===== config.mk =====
export PLATFORM = sky130hd
export DESIGN_NAME = wat_core
export DESIGN_NICKNAME = d
export VERILOG_FILES = /design/src/rtl/wat_pkg.sv /design/src/rtl/wat_core.sv /design/src/rtl/wat_debounce.sv
export SDC_FILE = /design/constraint.sdc
export NUM_CORES = 1
export LEC_CHECK = 0
export BUFFER_PORTS_ARGS = -buffer_cell sky130_fd_sc_hd__buf_4
export CAP_MARGIN = 20
export CELL_PAD_IN_SITES_DETAIL_PLACEMENT = 1
export CELL_PAD_IN_SITES_GLOBAL_PLACEMENT = 1
export CORE_MARGIN = 2
export CORE_UTILIZATION = 46
export DETAILED_ROUTE_END_ITERATION = 10
export GPL_TIMING_DRIVEN = 0
export PLACE_DENSITY = 0.81
export SYNTH_ARGS = -nofsm -noshare
export SYNTH_HDL_FRONTEND = slang
export SYNTH_SLANG_ARGS = --single-unit

===== constraint.sdc =====
create_clock -name sys_clk_in -period 3.5 [get_ports sys_clk_in]
set_input_delay 0.35 -clock sys_clk_in [delete_from_list [all_inputs] [get_ports sys_clk_in]]
set_output_delay 0.35 -clock sys_clk_in [all_outputs]
set_load 0.03 [all_outputs]

===== src/rtl/wat_pkg.sv =====
// package of constants and types for the wake-up alarm timer core
package wat_pkg;
  // ==========================================
  // widths
  localparam int unsigned WAT_CNT_W = 24;
  localparam int unsigned WAT_BYTE_W = 8;
  localparam int unsigned WAT_NUM_BYTES = 3;
  localparam int unsigned WAT_BYTE_IDX_W = 2;
  // ==========================================
  // reset values and limits
  localparam logic [WAT_CNT_W-1:0] WAT_CNT_RST = 24'h000000;
  localparam logic [WAT_CNT_W-1:0] WAT_CNT_MAX = 24'hffffff;
  localparam logic [WAT_CNT_W-1:0] WAT_ALARM_RST = 24'hffffff;
  localparam logic [WAT_BYTE_IDX_W-1:0] WAT_BYTE_IDX_RST = 2'h0;
  localparam logic [WAT_BYTE_IDX_W-1:0] WAT_BYTE_IDX_LAST = 2'h2;
  // ==========================================
  // field positions of the three byte lanes, msb byte first
  localparam int unsigned WAT_MSB_BYTE_LSB = 16;
  localparam int unsigned WAT_MID_BYTE_LSB = 8;
  localparam int unsigned WAT_LSB_BYTE_LSB = 0;
  // ==========================================
  // timing
  localparam int unsigned WAT_CLK_HZ = 40000000;
  localparam int unsigned WAT_TICK_S = 1;
  localparam int unsigned WAT_TICK_CYC = WAT_CLK_HZ * WAT_TICK_S;
  localparam int unsigned WAT_DEB_NS = 1000;
  localparam int unsigned WAT_CLK_NS = 25;
  localparam int unsigned WAT_DEB_CYC = (WAT_DEB_NS + WAT_CLK_NS - 1) / WAT_CLK_NS;
  localparam int unsigned WAT_DEB_W = 6;
  localparam logic [WAT_DEB_W-1:0] WAT_DEB_RST = 6'h00;
  // ==========================================
  // run states
  typedef enum logic [1:0] {
    WAT_IDLE,
    WAT_RUN,
    WAT_MATCH,
    WAT_SAT
  } wat_state_t;
endpackage


===== src/rtl/wat_core.sv =====
// wake-up alarm timer core: seconds counter, alarm compare and pin reset
//
// Summary of operation
// - after timer reset pin rises, counter counts up from zero
// - interrupt goes high when counter equals the stored alarm value
// - on match the counter stops and holds the matched value
// - while the reset pin is low the counter stays cleared
// - reset pin returning high clears interrupt and restarts counting from zero
// - alarm write while counting clears the counter and restarts it
// - with no alarm written since start, interrupt never asserts
// - with no alarm written, counter halts at all ones, no wrap
// - live counter value is readable at any time as elapsed count
// - counter advances once per elapsed second
// - elapsed count is 24 bits, presented as three bytes
// - reset pin is debounced and its filtered level starts high after reset
`timescale 1ns/1ps
module wat_core
  import wat_pkg::*;
#(
  parameter int unsigned TICK_CYC = WAT_TICK_CYC
) (
  // clock and reset
  input wire logic sys_clk_in,
  input wire logic nrst_in,
  // timer reset pin, active low
  input wire logic timer_rst_n_in,
  // alarm byte writes, msb byte first
  input wire logic alarm_wr_in,
  input wire logic [WAT_BYTE_W-1:0] alarm_byte_in,
  // byte read of elapsed count or alarm value
  input wire logic [WAT_BYTE_IDX_W-1:0] rd_idx_in,
  input wire logic rd_alarm_in,
  output logic [WAT_BYTE_W-1:0] rd_byte_out,
  // status
  output logic [WAT_CNT_W-1:0] elapsed_count_out,
  output logic [WAT_CNT_W-1:0] alarm_value_out,
  output logic running_out,
  output logic irq_out
);
  typedef struct packed {
    wat_state_t state;
    logic [31:0] tick_cnt;
    logic [WAT_CNT_W-1:0] count;
    logic [WAT_CNT_W-1:0] alarm;
    logic [WAT_CNT_W-1:0] shadow;
    logic [WAT_BYTE_IDX_W-1:0] wr_idx;
    logic armed;
    logic pin_prev;
    logic irq;
    logic [WAT_BYTE_W-1:0] rd_byte;
  } wat_core_t;

  wat_core_t st_q;
  wat_core_t st_d;
  logic pin_lvl;
  logic tick;
  logic wr_done;

  // select one byte of a 24-bit word, msb byte at index 0
  function automatic logic [WAT_BYTE_W-1:0] wat_byte_sel(
    input logic [WAT_CNT_W-1:0] w,
    input logic [WAT_BYTE_IDX_W-1:0] idx
  );
    logic [WAT_BYTE_W-1:0] b;
    case (idx)
      2'h0: b = w[WAT_MSB_BYTE_LSB +: WAT_BYTE_W];
      2'h1: b = w[WAT_MID_BYTE_LSB +: WAT_BYTE_W];
      2'h2: b = w[WAT_LSB_BYTE_LSB +: WAT_BYTE_W];
      default: b = 8'hff;
    endcase
    return b;
  endfunction

  // ==========================================
  // reset pin filter
  wat_debounce u_deb (
    .sys_clk_in(sys_clk_in),
    .nrst_in(nrst_in),
    .pin_in(timer_rst_n_in),
    .level_out(pin_lvl)
  );

  assign tick = (st_q.tick_cnt == 32'(TICK_CYC - 1));
  assign wr_done = alarm_wr_in && (st_q.wr_idx == WAT_BYTE_IDX_LAST);

  // ==========================================
  // next state
  always_comb begin
    st_d = st_q;
    st_d.pin_prev = pin_lvl;
    st_d.rd_byte = wat_byte_sel(rd_alarm_in && pin_lvl ? st_q.alarm : st_q.count,
                                rd_idx_in);
    if (alarm_wr_in) begin
      st_d.shadow = {st_q.shadow[WAT_CNT_W-WAT_BYTE_W-1:0], alarm_byte_in};
      st_d.wr_idx = wr_done ? WAT_BYTE_IDX_RST : st_q.wr_idx + 1'b1;
    end
    st_d.tick_cnt = tick ? 32'h0 : st_q.tick_cnt + 32'h1;
    case (st_q.state)
      WAT_IDLE: begin
        if (pin_lvl) begin
          st_d.state = WAT_RUN;
        end
      end
      WAT_RUN: begin
        if (tick) begin
          if (st_q.count == WAT_CNT_MAX) begin
            st_d.state = WAT_SAT;
          end else begin
            st_d.count = st_q.count + 1'b1;
          end
        end
        if (st_q.armed && st_q.count == st_q.alarm) begin
          st_d.state = WAT_MATCH;
          st_d.count = st_q.count;
          st_d.irq = 1'b1;
        end else if (!st_q.armed && st_q.count == WAT_CNT_MAX) begin
          st_d.state = WAT_SAT;
          st_d.count = WAT_CNT_MAX;
        end
      end
      WAT_MATCH: st_d.state = WAT_MATCH;
      WAT_SAT: st_d.state = WAT_SAT;
      default: st_d.state = WAT_IDLE;
    endcase
    if (wr_done) begin
      st_d.alarm = {st_q.shadow[WAT_CNT_W-WAT_BYTE_W-1:0], alarm_byte_in};
      st_d.armed = 1'b1;
      st_d.irq = 1'b0;
      st_d.count = WAT_CNT_RST;
      st_d.tick_cnt = 32'h0;
      st_d.state = pin_lvl ? WAT_RUN : WAT_IDLE;
    end
    if (!pin_lvl) begin
      st_d.count = WAT_CNT_RST;
      st_d.tick_cnt = 32'h0;
      st_d.state = WAT_IDLE;
    end else if (!st_q.pin_prev) begin
      st_d.irq = 1'b0;
      st_d.count = WAT_CNT_RST;
      st_d.tick_cnt = 32'h0;
      st_d.state = WAT_RUN;
    end
  end

  always_ff @(posedge sys_clk_in or negedge nrst_in) begin
    if (!nrst_in) begin
      st_q <= '{state: WAT_IDLE, tick_cnt: 32'h0, count: WAT_CNT_RST,
                alarm: WAT_ALARM_RST, shadow: WAT_CNT_RST, wr_idx: WAT_BYTE_IDX_RST,
                armed: 1'b0, pin_prev: 1'b1, irq: 1'b0, rd_byte: 8'h00};
    end else begin
      st_q <= st_d;
    end
  end

  assign rd_byte_out = st_q.rd_byte;
  assign elapsed_count_out = st_q.count;
  assign alarm_value_out = st_q.alarm;
  assign running_out = (st_q.state == WAT_RUN);
  assign irq_out = st_q.irq;

  // ==========================================
  // assertions
  idle_clear_a: assert property (@(posedge sys_clk_in) disable iff (!nrst_in)
    !pin_lvl |=> st_q.count == WAT_CNT_RST && !running_out)
    else $error("counter not cleared while reset pin low");
  idle_quiet_a: assert property (@(posedge sys_clk_in) disable iff (!nrst_in)
    !pin_lvl && !running_out && !wr_done |=> $stable(irq_out))
    else $error("interrupt changed while reset pin low");
  start_run_a: assert property (@(posedge sys_clk_in) disable iff (!nrst_in)
    st_q.state == WAT_IDLE && pin_lvl |=> running_out && st_q.count == WAT_CNT_RST)
    else $error("counter did not start from zero");
  rise_restart_a: assert property (@(posedge sys_clk_in) disable iff (!nrst_in)
    pin_lvl && !st_q.pin_prev |=> !irq_out && st_q.count == WAT_CNT_RST && running_out)
    else $error("reset release did not restart");
  match_irq_a: assert property (@(posedge sys_clk_in) disable iff (!nrst_in)
    running_out && st_q.armed && st_q.count == st_q.alarm && pin_lvl && st_q.pin_prev
    && !alarm_wr_in |=> irq_out)
    else $error("match did not raise interrupt");
  hold_count_a: assert property (@(posedge sys_clk_in) disable iff (!nrst_in)
    irq_out && pin_lvl && !alarm_wr_in |=> $stable(st_q.count))
    else $error("counter moved after match");
  no_alarm_a: assert property (@(posedge sys_clk_in) disable iff (!nrst_in)
    !st_q.armed |-> !irq_out)
    else $error("interrupt without alarm value");
  saturate_a: assert property (@(posedge sys_clk_in) disable iff (!nrst_in)
    st_q.count == WAT_CNT_MAX && pin_lvl && st_q.pin_prev && !alarm_wr_in
    |=> st_q.count == WAT_CNT_MAX)
    else $error("counter wrapped");
  write_restart_a: assert property (@(posedge sys_clk_in) disable iff (!nrst_in)
    wr_done |=> st_q.count == WAT_CNT_RST && !irq_out)
    else $error("alarm write did not restart");
  step_one_a: assert property (@(posedge sys_clk_in) disable iff (!nrst_in)
    running_out && !tick && pin_lvl && st_q.pin_prev && !alarm_wr_in
    |=> st_q.count == $past(st_q.count))
    else $error("counter stepped without tick");
  read_msb_a: assert property (@(posedge sys_clk_in) disable iff (!nrst_in)
    rd_idx_in == 2'h0 && !rd_alarm_in |=> rd_byte_out == $past(st_q.count[23:16]))
    else $error("msb byte read wrong");
  tick_step_a: assert property (@(posedge sys_clk_in) disable iff (!nrst_in)
    running_out && tick && pin_lvl && st_q.pin_prev && !alarm_wr_in
    && st_q.count != WAT_CNT_MAX && !(st_q.armed && st_q.count == st_q.alarm)
    |=> st_q.count == $past(st_q.count) + 24'h000001)
    else $error("counter did not step on tick");
  partial_hold_a: assert property (@(posedge sys_clk_in) disable iff (!nrst_in)
    alarm_wr_in && !wr_done |=> $stable(alarm_value_out))
    else $error("alarm changed before third byte");
  alarm_lsb_a: assert property (@(posedge sys_clk_in) disable iff (!nrst_in)
    wr_done |=> alarm_value_out[7:0] == $past(alarm_byte_in))
    else $error("last alarm byte not loaded");
  read_alarm_a: assert property (@(posedge sys_clk_in) disable iff (!nrst_in)
    rd_alarm_in && pin_lvl && rd_idx_in == 2'h2 |=> rd_byte_out == $past(st_q.alarm[7:0]))
    else $error("alarm lsb byte read wrong");
  read_pin_low_a: assert property (@(posedge sys_clk_in) disable iff (!nrst_in)
    rd_alarm_in && !pin_lvl && rd_idx_in == 2'h2 |=> rd_byte_out == $past(st_q.count[7:0]))
    else $error("count not read while reset pin low");
  read_pad_a: assert property (@(posedge sys_clk_in) disable iff (!nrst_in)
    rd_idx_in == 2'h3 |=> rd_byte_out == 8'hff)
    else $error("byte past the third not ones");
  match_seen_c: cover property (@(posedge sys_clk_in) disable iff (!nrst_in) $rose(irq_out));
  write_seen_c: cover property (@(posedge sys_clk_in) disable iff (!nrst_in) wr_done);
  pin_low_c: cover property (@(posedge sys_clk_in) disable iff (!nrst_in) $fell(pin_lvl));
  pin_rise_c: cover property (@(posedge sys_clk_in) disable iff (!nrst_in)
    pin_lvl && !st_q.pin_prev);
  partial_seen_c: cover property (@(posedge sys_clk_in) disable iff (!nrst_in)
    alarm_wr_in && !wr_done);
endmodule


===== src/rtl/wat_debounce.sv =====
// three-flop synchroniser and debounce filter for the reset pin
`timescale 1ns/1ps
module wat_debounce
  import wat_pkg::*;
(
  // clock and reset
  input wire logic sys_clk_in,
  input wire logic nrst_in,
  // raw pin and filtered level
  input wire logic pin_in,
  output logic level_out
);
  typedef struct packed {
    logic s1;
    logic s2;
    logic s3;
    logic [WAT_DEB_W-1:0] cnt;
    logic level;
  } wat_deb_t;

  wat_deb_t st_q;
  wat_deb_t st_d;

  // ==========================================
  // filter: level follows after a stable run of agreeing samples
  always_comb begin
    st_d = st_q;
    st_d.s1 = pin_in;
    st_d.s2 = st_q.s1;
    st_d.s3 = st_q.s2;
    if ((st_q.s2 == st_q.s3) && (st_q.s3 != st_q.level)) begin
      if (st_q.cnt == WAT_DEB_W'(WAT_DEB_CYC - 1)) begin
        st_d.level = st_q.s3;
        st_d.cnt = WAT_DEB_RST;
      end else begin
        st_d.cnt = st_q.cnt + 1'b1;
      end
    end else begin
      st_d.cnt = WAT_DEB_RST;
    end
  end

  // pin is pulled high: filtered level starts high
  always_ff @(posedge sys_clk_in or negedge nrst_in) begin
    if (!nrst_in) begin
      st_q <= '{s1: 1'b1, s2: 1'b1, s3: 1'b1, cnt: WAT_DEB_RST, level: 1'b1};
    end else begin
      st_q <= st_d;
    end
  end

  assign level_out = st_q.level;
endmodule


**Word-level counts from Yosys, hierarchy flattened**

Index checks and enable logic that the tools add are counted.

- Register bits after elaboration: 121
- Bits of input ports: 15
- Output and inout bits: 58
- Word-level logic and storage cells: 72

- Add/subtract/negate cells: 4
- Equal/unequal tests: 18
- Mux-type cells: 24
- Reductions and logical operators: 11

Operator list:

| operator | count |
|---|---|
| $mux W24 | 6 |
| $mux W58 | 2 |
| $mux W82 | 1 |
| $add A32 B1 Y32 const B | 1 |
| $eq A32 B26 Y1 const B | 1 |
| $mux W32 | 1 |
| $add A24 B1 Y24 const B | 1 |
| $eq A24 B24 Y1 | 1 |
| $eq A24 B24 Y1 const B | 1 |
| $pmux W8 S3 | 1 |
| $ne A7 B7 Y1 const B | 2 |
| $mux W6 | 2 |
| $mux W2 | 5 |
| $ne A5 B5 Y1 const B | 2 |
| $eq A2 B2 Y1 const B | 4 |
| $ne A4 B4 Y1 const B | 2 |
| $pmux W2 S4 | 1 |
| $add A6 B1 Y6 const B | 1 |
| $eq A6 B6 Y1 const B | 1 |
| $logic_and A1 B1 Y1 | 5 |
| $mux W1 | 5 |
| $eq A2 B1 Y1 const B | 2 |
| $logic_not A2 Y1 | 2 |
| $reduce_and A2 Y1 | 2 |
| 5 further kinds | 5 |

**Logic depth before layout (Yosys ltp)**

- Depth in word-level cells: 9
- Mapped depth: 10
- Gate-level depth less buffers: 7

**Modules after synthesis**

From an unflattened synthesis, not the netlist that was laid out.

- Cells, all modules: 659
- Area total of the unflattened synthesis: 6,785.3 µm²

Modules (own cells, without submodules):

| module | times used | cells each | area each (µm²) | seq. area each (µm²) |
|---|---|---|---|---|
| wat_core | 1 | 625 | 6,358.6 | 2,808.9 |
| wat_debounce | 1 | 34 | 426.7 | 255.2 |

**Worst setup path after synthesis**

OpenSTA, ideal clock, no wires.

- Path type: register to register
- Start: register st_q (netlist bit elapsed_count_out[0])
- End: register st_q (netlist bit elapsed_count_out[4])
- Library setup time: 96 ps
- Arrival time: 2,639 ps
- Required time: 3,404 ps
- Slack: 765 ps
- Cell stages (with the launch flop): 11
- Buffers on the path: 3
- Period minus slack after synthesis: 2,735 ps
- Cells stage by stage: dfrtp_1 -> ha_1 -> nand3_2 -> or4_1 -> buf_2 -> or3_1 -> buf_2 -> a221oi_4 -> buf_6 -> a21oi_2 -> a311oi_2

- Cells in the longest elaborated chain, start to end: 9
- Elaborated cells between the ends (all ways): 17
- Those cells by class: 1 x add/sub; 5 x eq/ne; 8 x mux; 3 x reduce/logical

Ends and longest elaborated chain:

| item | RTL line | source |
|---|---|---|
| start, declared | wat_core.sv:53 | `wat_core_t st_q;` |
| start signal, assigned | wat_core.sv:147 | `st_q <= '{state: WAT_IDLE, tick_cnt: 32'h0, count: WAT_CNT_RST,` |
| start signal, assigned | wat_core.sv:151 | `st_q <= st_d;` |
| $add A24 B1 Y24 | wat_core.sv:109 | `st_d.count = st_q.count + 1'b1;` |
| $mux W24 | wat_core.sv:106 | `if (st_q.count == WAT_CNT_MAX) begin` |
| $mux W24 | wat_core.sv:105 | `if (tick) begin` |
| $mux W24 | wat_core.sv:116 | `end else if (!st_q.armed && st_q.count == WAT_CNT_MAX) begin` |
| $mux W24 | wat_core.sv:112 | `if (st_q.armed && st_q.count == st_q.alarm) begin` |
| $mux W24 | wat_core.sv:98 | `case (st_q.state)` |
| $mux W82 | wat_core.sv:125 | `if (wr_done) begin` |
| $mux W58 | wat_core.sv:137 | `end else if (!st_q.pin_prev) begin` |
| $mux W58 | wat_core.sv:133 | `if (!pin_lvl) begin` |

Several ways; a longest one is shown, not always the timed one. The select of a mux whose other input is x is not followed.
A chain may end at the register's enable or synchronous reset.

**Final worst setup path**

Ends and elaborated chain as after synthesis.

==> impl_metrics.toml <==
[job]
drv_cap = 0

[yosys]
synth_area_leader_cell = "dfrtp_1"
synthDistinctLibCells = 58
synth_compound_area_frac = 0.109
ys_seq_area_frac = 0.462
synth-simple-area-share = 0.171
synth_top_family_by_area = "simple AND/OR/NAND/NOR gates"
ys_seq_elements = 121
synth_top_area_share = 0.347
synth.area.top_cells = "dfrtp_1 35%, dfstp_2 11%, mux2_2 8.0%"
postSynth.asyncResetShare = 1.00
synth_flop_cell = "dfrtp_1"
yosysWarnings = 0
synth.most_common_cell = "dfrtp_1"
ys_top_cells_by_count = "92 x dfrtp_1, 60 x nor2_1, 58 x buf_4"
syn_nets = 671
synth_mux_area_frac = 0.0859
syn_area_um2 = 6630
synthAdderAreaFrac = 0.00566
synthXorXnorAreaFrac = 0.0714
synth_edf_count = 0
postSynthCellCount = 653
avgSynthCellArea_um2 = 10.1

[critical_path]
cp.required_ns = 3.83
startpoint = "elapsed_count_out[0]"
worstSetupEndpointType = "flip-flop"
path_class = "flip-flop to flip-flop"
cp.arrival_ns = 3.68
crit_fanout = 10
r2r_end = "elapsed_count_out[4]"
crit_end = "elapsed_count_out[4]"
reg2reg_depth = 10
critPathLaunchType = "flip-flop"
reg2reg_slack_ns = 0.15
timing.rr.start = "elapsed_count_out[0]"

[die]
coreArea_um2 = 14000
io_pins = 73
fp.dieH_um = 124
start_util = 0.474
fp-row-count = 43
die_area_um2 = 15400
die_x_um = 124

[drt]
drtIter0Drc = 423
wire_per_inst_um = 21.7
wl_um = 20400
via_per_inst = 5.94
num_vias = 5570
drc_errors = 0
dr.pass1.iters = 6
antenna_left = 0

[power]
p_clk_frac = 0.352
combPwrFrac = 0.258
power_density_nw_per_um2 = 636
total_power_uw = 5100
sequentialPowerShare = 0.390
p_leak_uw = 0.00326
switching_share = 0.328
power.switching_uw = 1670
intPower_uw = 3420
max-vdd-ir-drop_mv = 0.585

[timing]
rsz0062_at_grt = "false"
finalCritPeriodShare = 0.956
fin_crit_ns = 3.35
max_slew_margin = 0.344
tns_ns = 0
setup_viol = 0
tightest_slew_ns = 0.976
clock.fmax_mhz = 299
hold_violations = 0
fin_skew_ns = 0.00834
finalMaxSlewViolations = 0

[clock_tree]
cts_buffers = 17
postCtsSetupRepairBufs = 0
clock_latency_ns = 0.43
cts_root_buf = "clkbuf_16"
clock_path_buffers = 2
path_clk_slew_ns = 0.06
htree_levels = 4
clock_sinks = 121
cts_tree = "yes"

[global_routing]
gr-total-overflow = 0
grt_pass1_wl_um = 32200
antenna_found_initial = 0
grt_pass1_vias = 5810
grt_max_degree = 94
grt.total_usage = 0.283

[final_layout]
final_layout_size_suffix_gt1_frac = 0.333
final_nets = 762
nFillCells = 1550
syn_to_final_growth_pct = 21.0
diodes = 0
post-route-util = 0.573

[run_status]
status = "completed"

[placement]
place_congestion = 0.905
dp.final_hpwl_um = 14100
io_buffers = 70

[hold_path]
hp-class = "input pin to flip-flop"
==> stage by stage <==
step	setup WS [ns]	cells	hold WS, ns	instance area [um2]
3_3_place_gp	0.308	903	0.350	7380
6_report	0.152	937	0.0517	8020
3_5_place_dp	0.200	904	0.241	7410
4_1_cts	0.179	937	0.0393	8010
5_1_grt	0.0118	937	0.0382	8020
2_1_floorplan	0.765	653	0.0544	6630
==> area by class of cell <==
cell class	count	area, um2	area share
Sequential cell	121	3060	0.382
Clock inverter	15	169	0.0211
Buffer	96	591	0.0736
Clock buffer	17	425	0.0530
Timing Repair Buffer	72	567	0.0707
Multi-Input combinational cell	427	2950	0.367
Inverter	9	33.8	0.00421
Tap cell	180	225	0.0281
==> cells in the final DEF (no fill, tap or decap), drive strengths merged, types with 24 or more instances in the layout <==
cell type	instances
buf	137
dfrtp	92
nor2	60
mux2	47
clkbuf	47
xnor2	35
nand2	33
a21oi	33
dfstp	29
nand4	24
==> flip-flops by register name, indices dropped and copies added, names as in the netlist <==
register and flops:
elapsed_count_out 24, alarm_value_out 24, u_deb.level_out 1, st_q 54, irq_out 1, u_deb.st_d 2, u_deb.st_q 7, rd_byte_out 8
==> power by group through the flow <==
| stage | clock network [uW] | registers, uW | logic (uW) |
|---|---|---|---|
| 6_report | 1790 | 1990 | 1310 |
| 5_1_grt | 1870 | 2010 | 1380 |
| 4_1_cts | 1810 | 1980 | 1320 |
| 3_5_place_dp | 0 | 2000 | 1300 |
| 3_3_place_gp | 0 | 1980 | 1260 |
| 2_1_floorplan | 0 | 1860 | 936 |
==> cell families (layout without fill, tap and decap cells) <==
family | after synthesis | after routing
adder cells (fa/ha/maj) | 3 | 3
flip-flops | 121 | 121
XOR/XNOR | 54 | 54
multiplexers | 51 | 51
AND/OR/NAND/NOR | 217 | 217
AO/OA/AOI/OAI | 102 | 102
buffers and inverters | 105 | 209
==> how the worst min path moves through the flow <==
stage	from	to	slack [ns]	cells after the start
final	timer_rst_n_in	u_deb.st_d[8]	0.05	1
after global routing	timer_rst_n_in	u_deb.st_d[8]	0.04	1
after CTS	timer_rst_n_in	u_deb.st_d[8]	0.04	1
after detailed placement	nrst_in	rd_byte_out[1]	0.24	1
after global placement	u_deb.st_d[8]	u_deb.st_d[7]	0.35	0
after floorplan	nrst_in	elapsed_count_out[0]	0.05	0
==> timing repair <==
item | in CTS | in global routing
endpoints found under the setup margin | 0 | 3
resized for setup | 0 | 1
hold buffers | 1 | 0
endpoints found under the hold margin | 28 | 0
==> critical path, cell delays in order, from the launching register on <==
cell	delay [ns]
dfrtp_1	0.57
ha_1	0.30
nand3_2	0.16
or4_1	0.54
buf_2	0.18
or3_1	0.30
buf_2	0.19
a221oi_4	0.46
buf_6	0.22
a21oi_2	0.07
a311oi_2	0.24
==> per-layer routing <==
layer | up-vias | global-route usage | share of wire | routed length, um
li1 | 2483 | - | - | -
met1 | 2862 | 0.378 | 0.43 | 8840
met2 | 198 | 0.458 | 0.49 | 9940
met3 | 27 | 0.0591 | 0.056 | 1140
met4 | 0 | 0.0962 | 0.021 | 428
met5 | - | 0 | 0 | 0
Note: power is estimated with default switching activity, not from simulation.
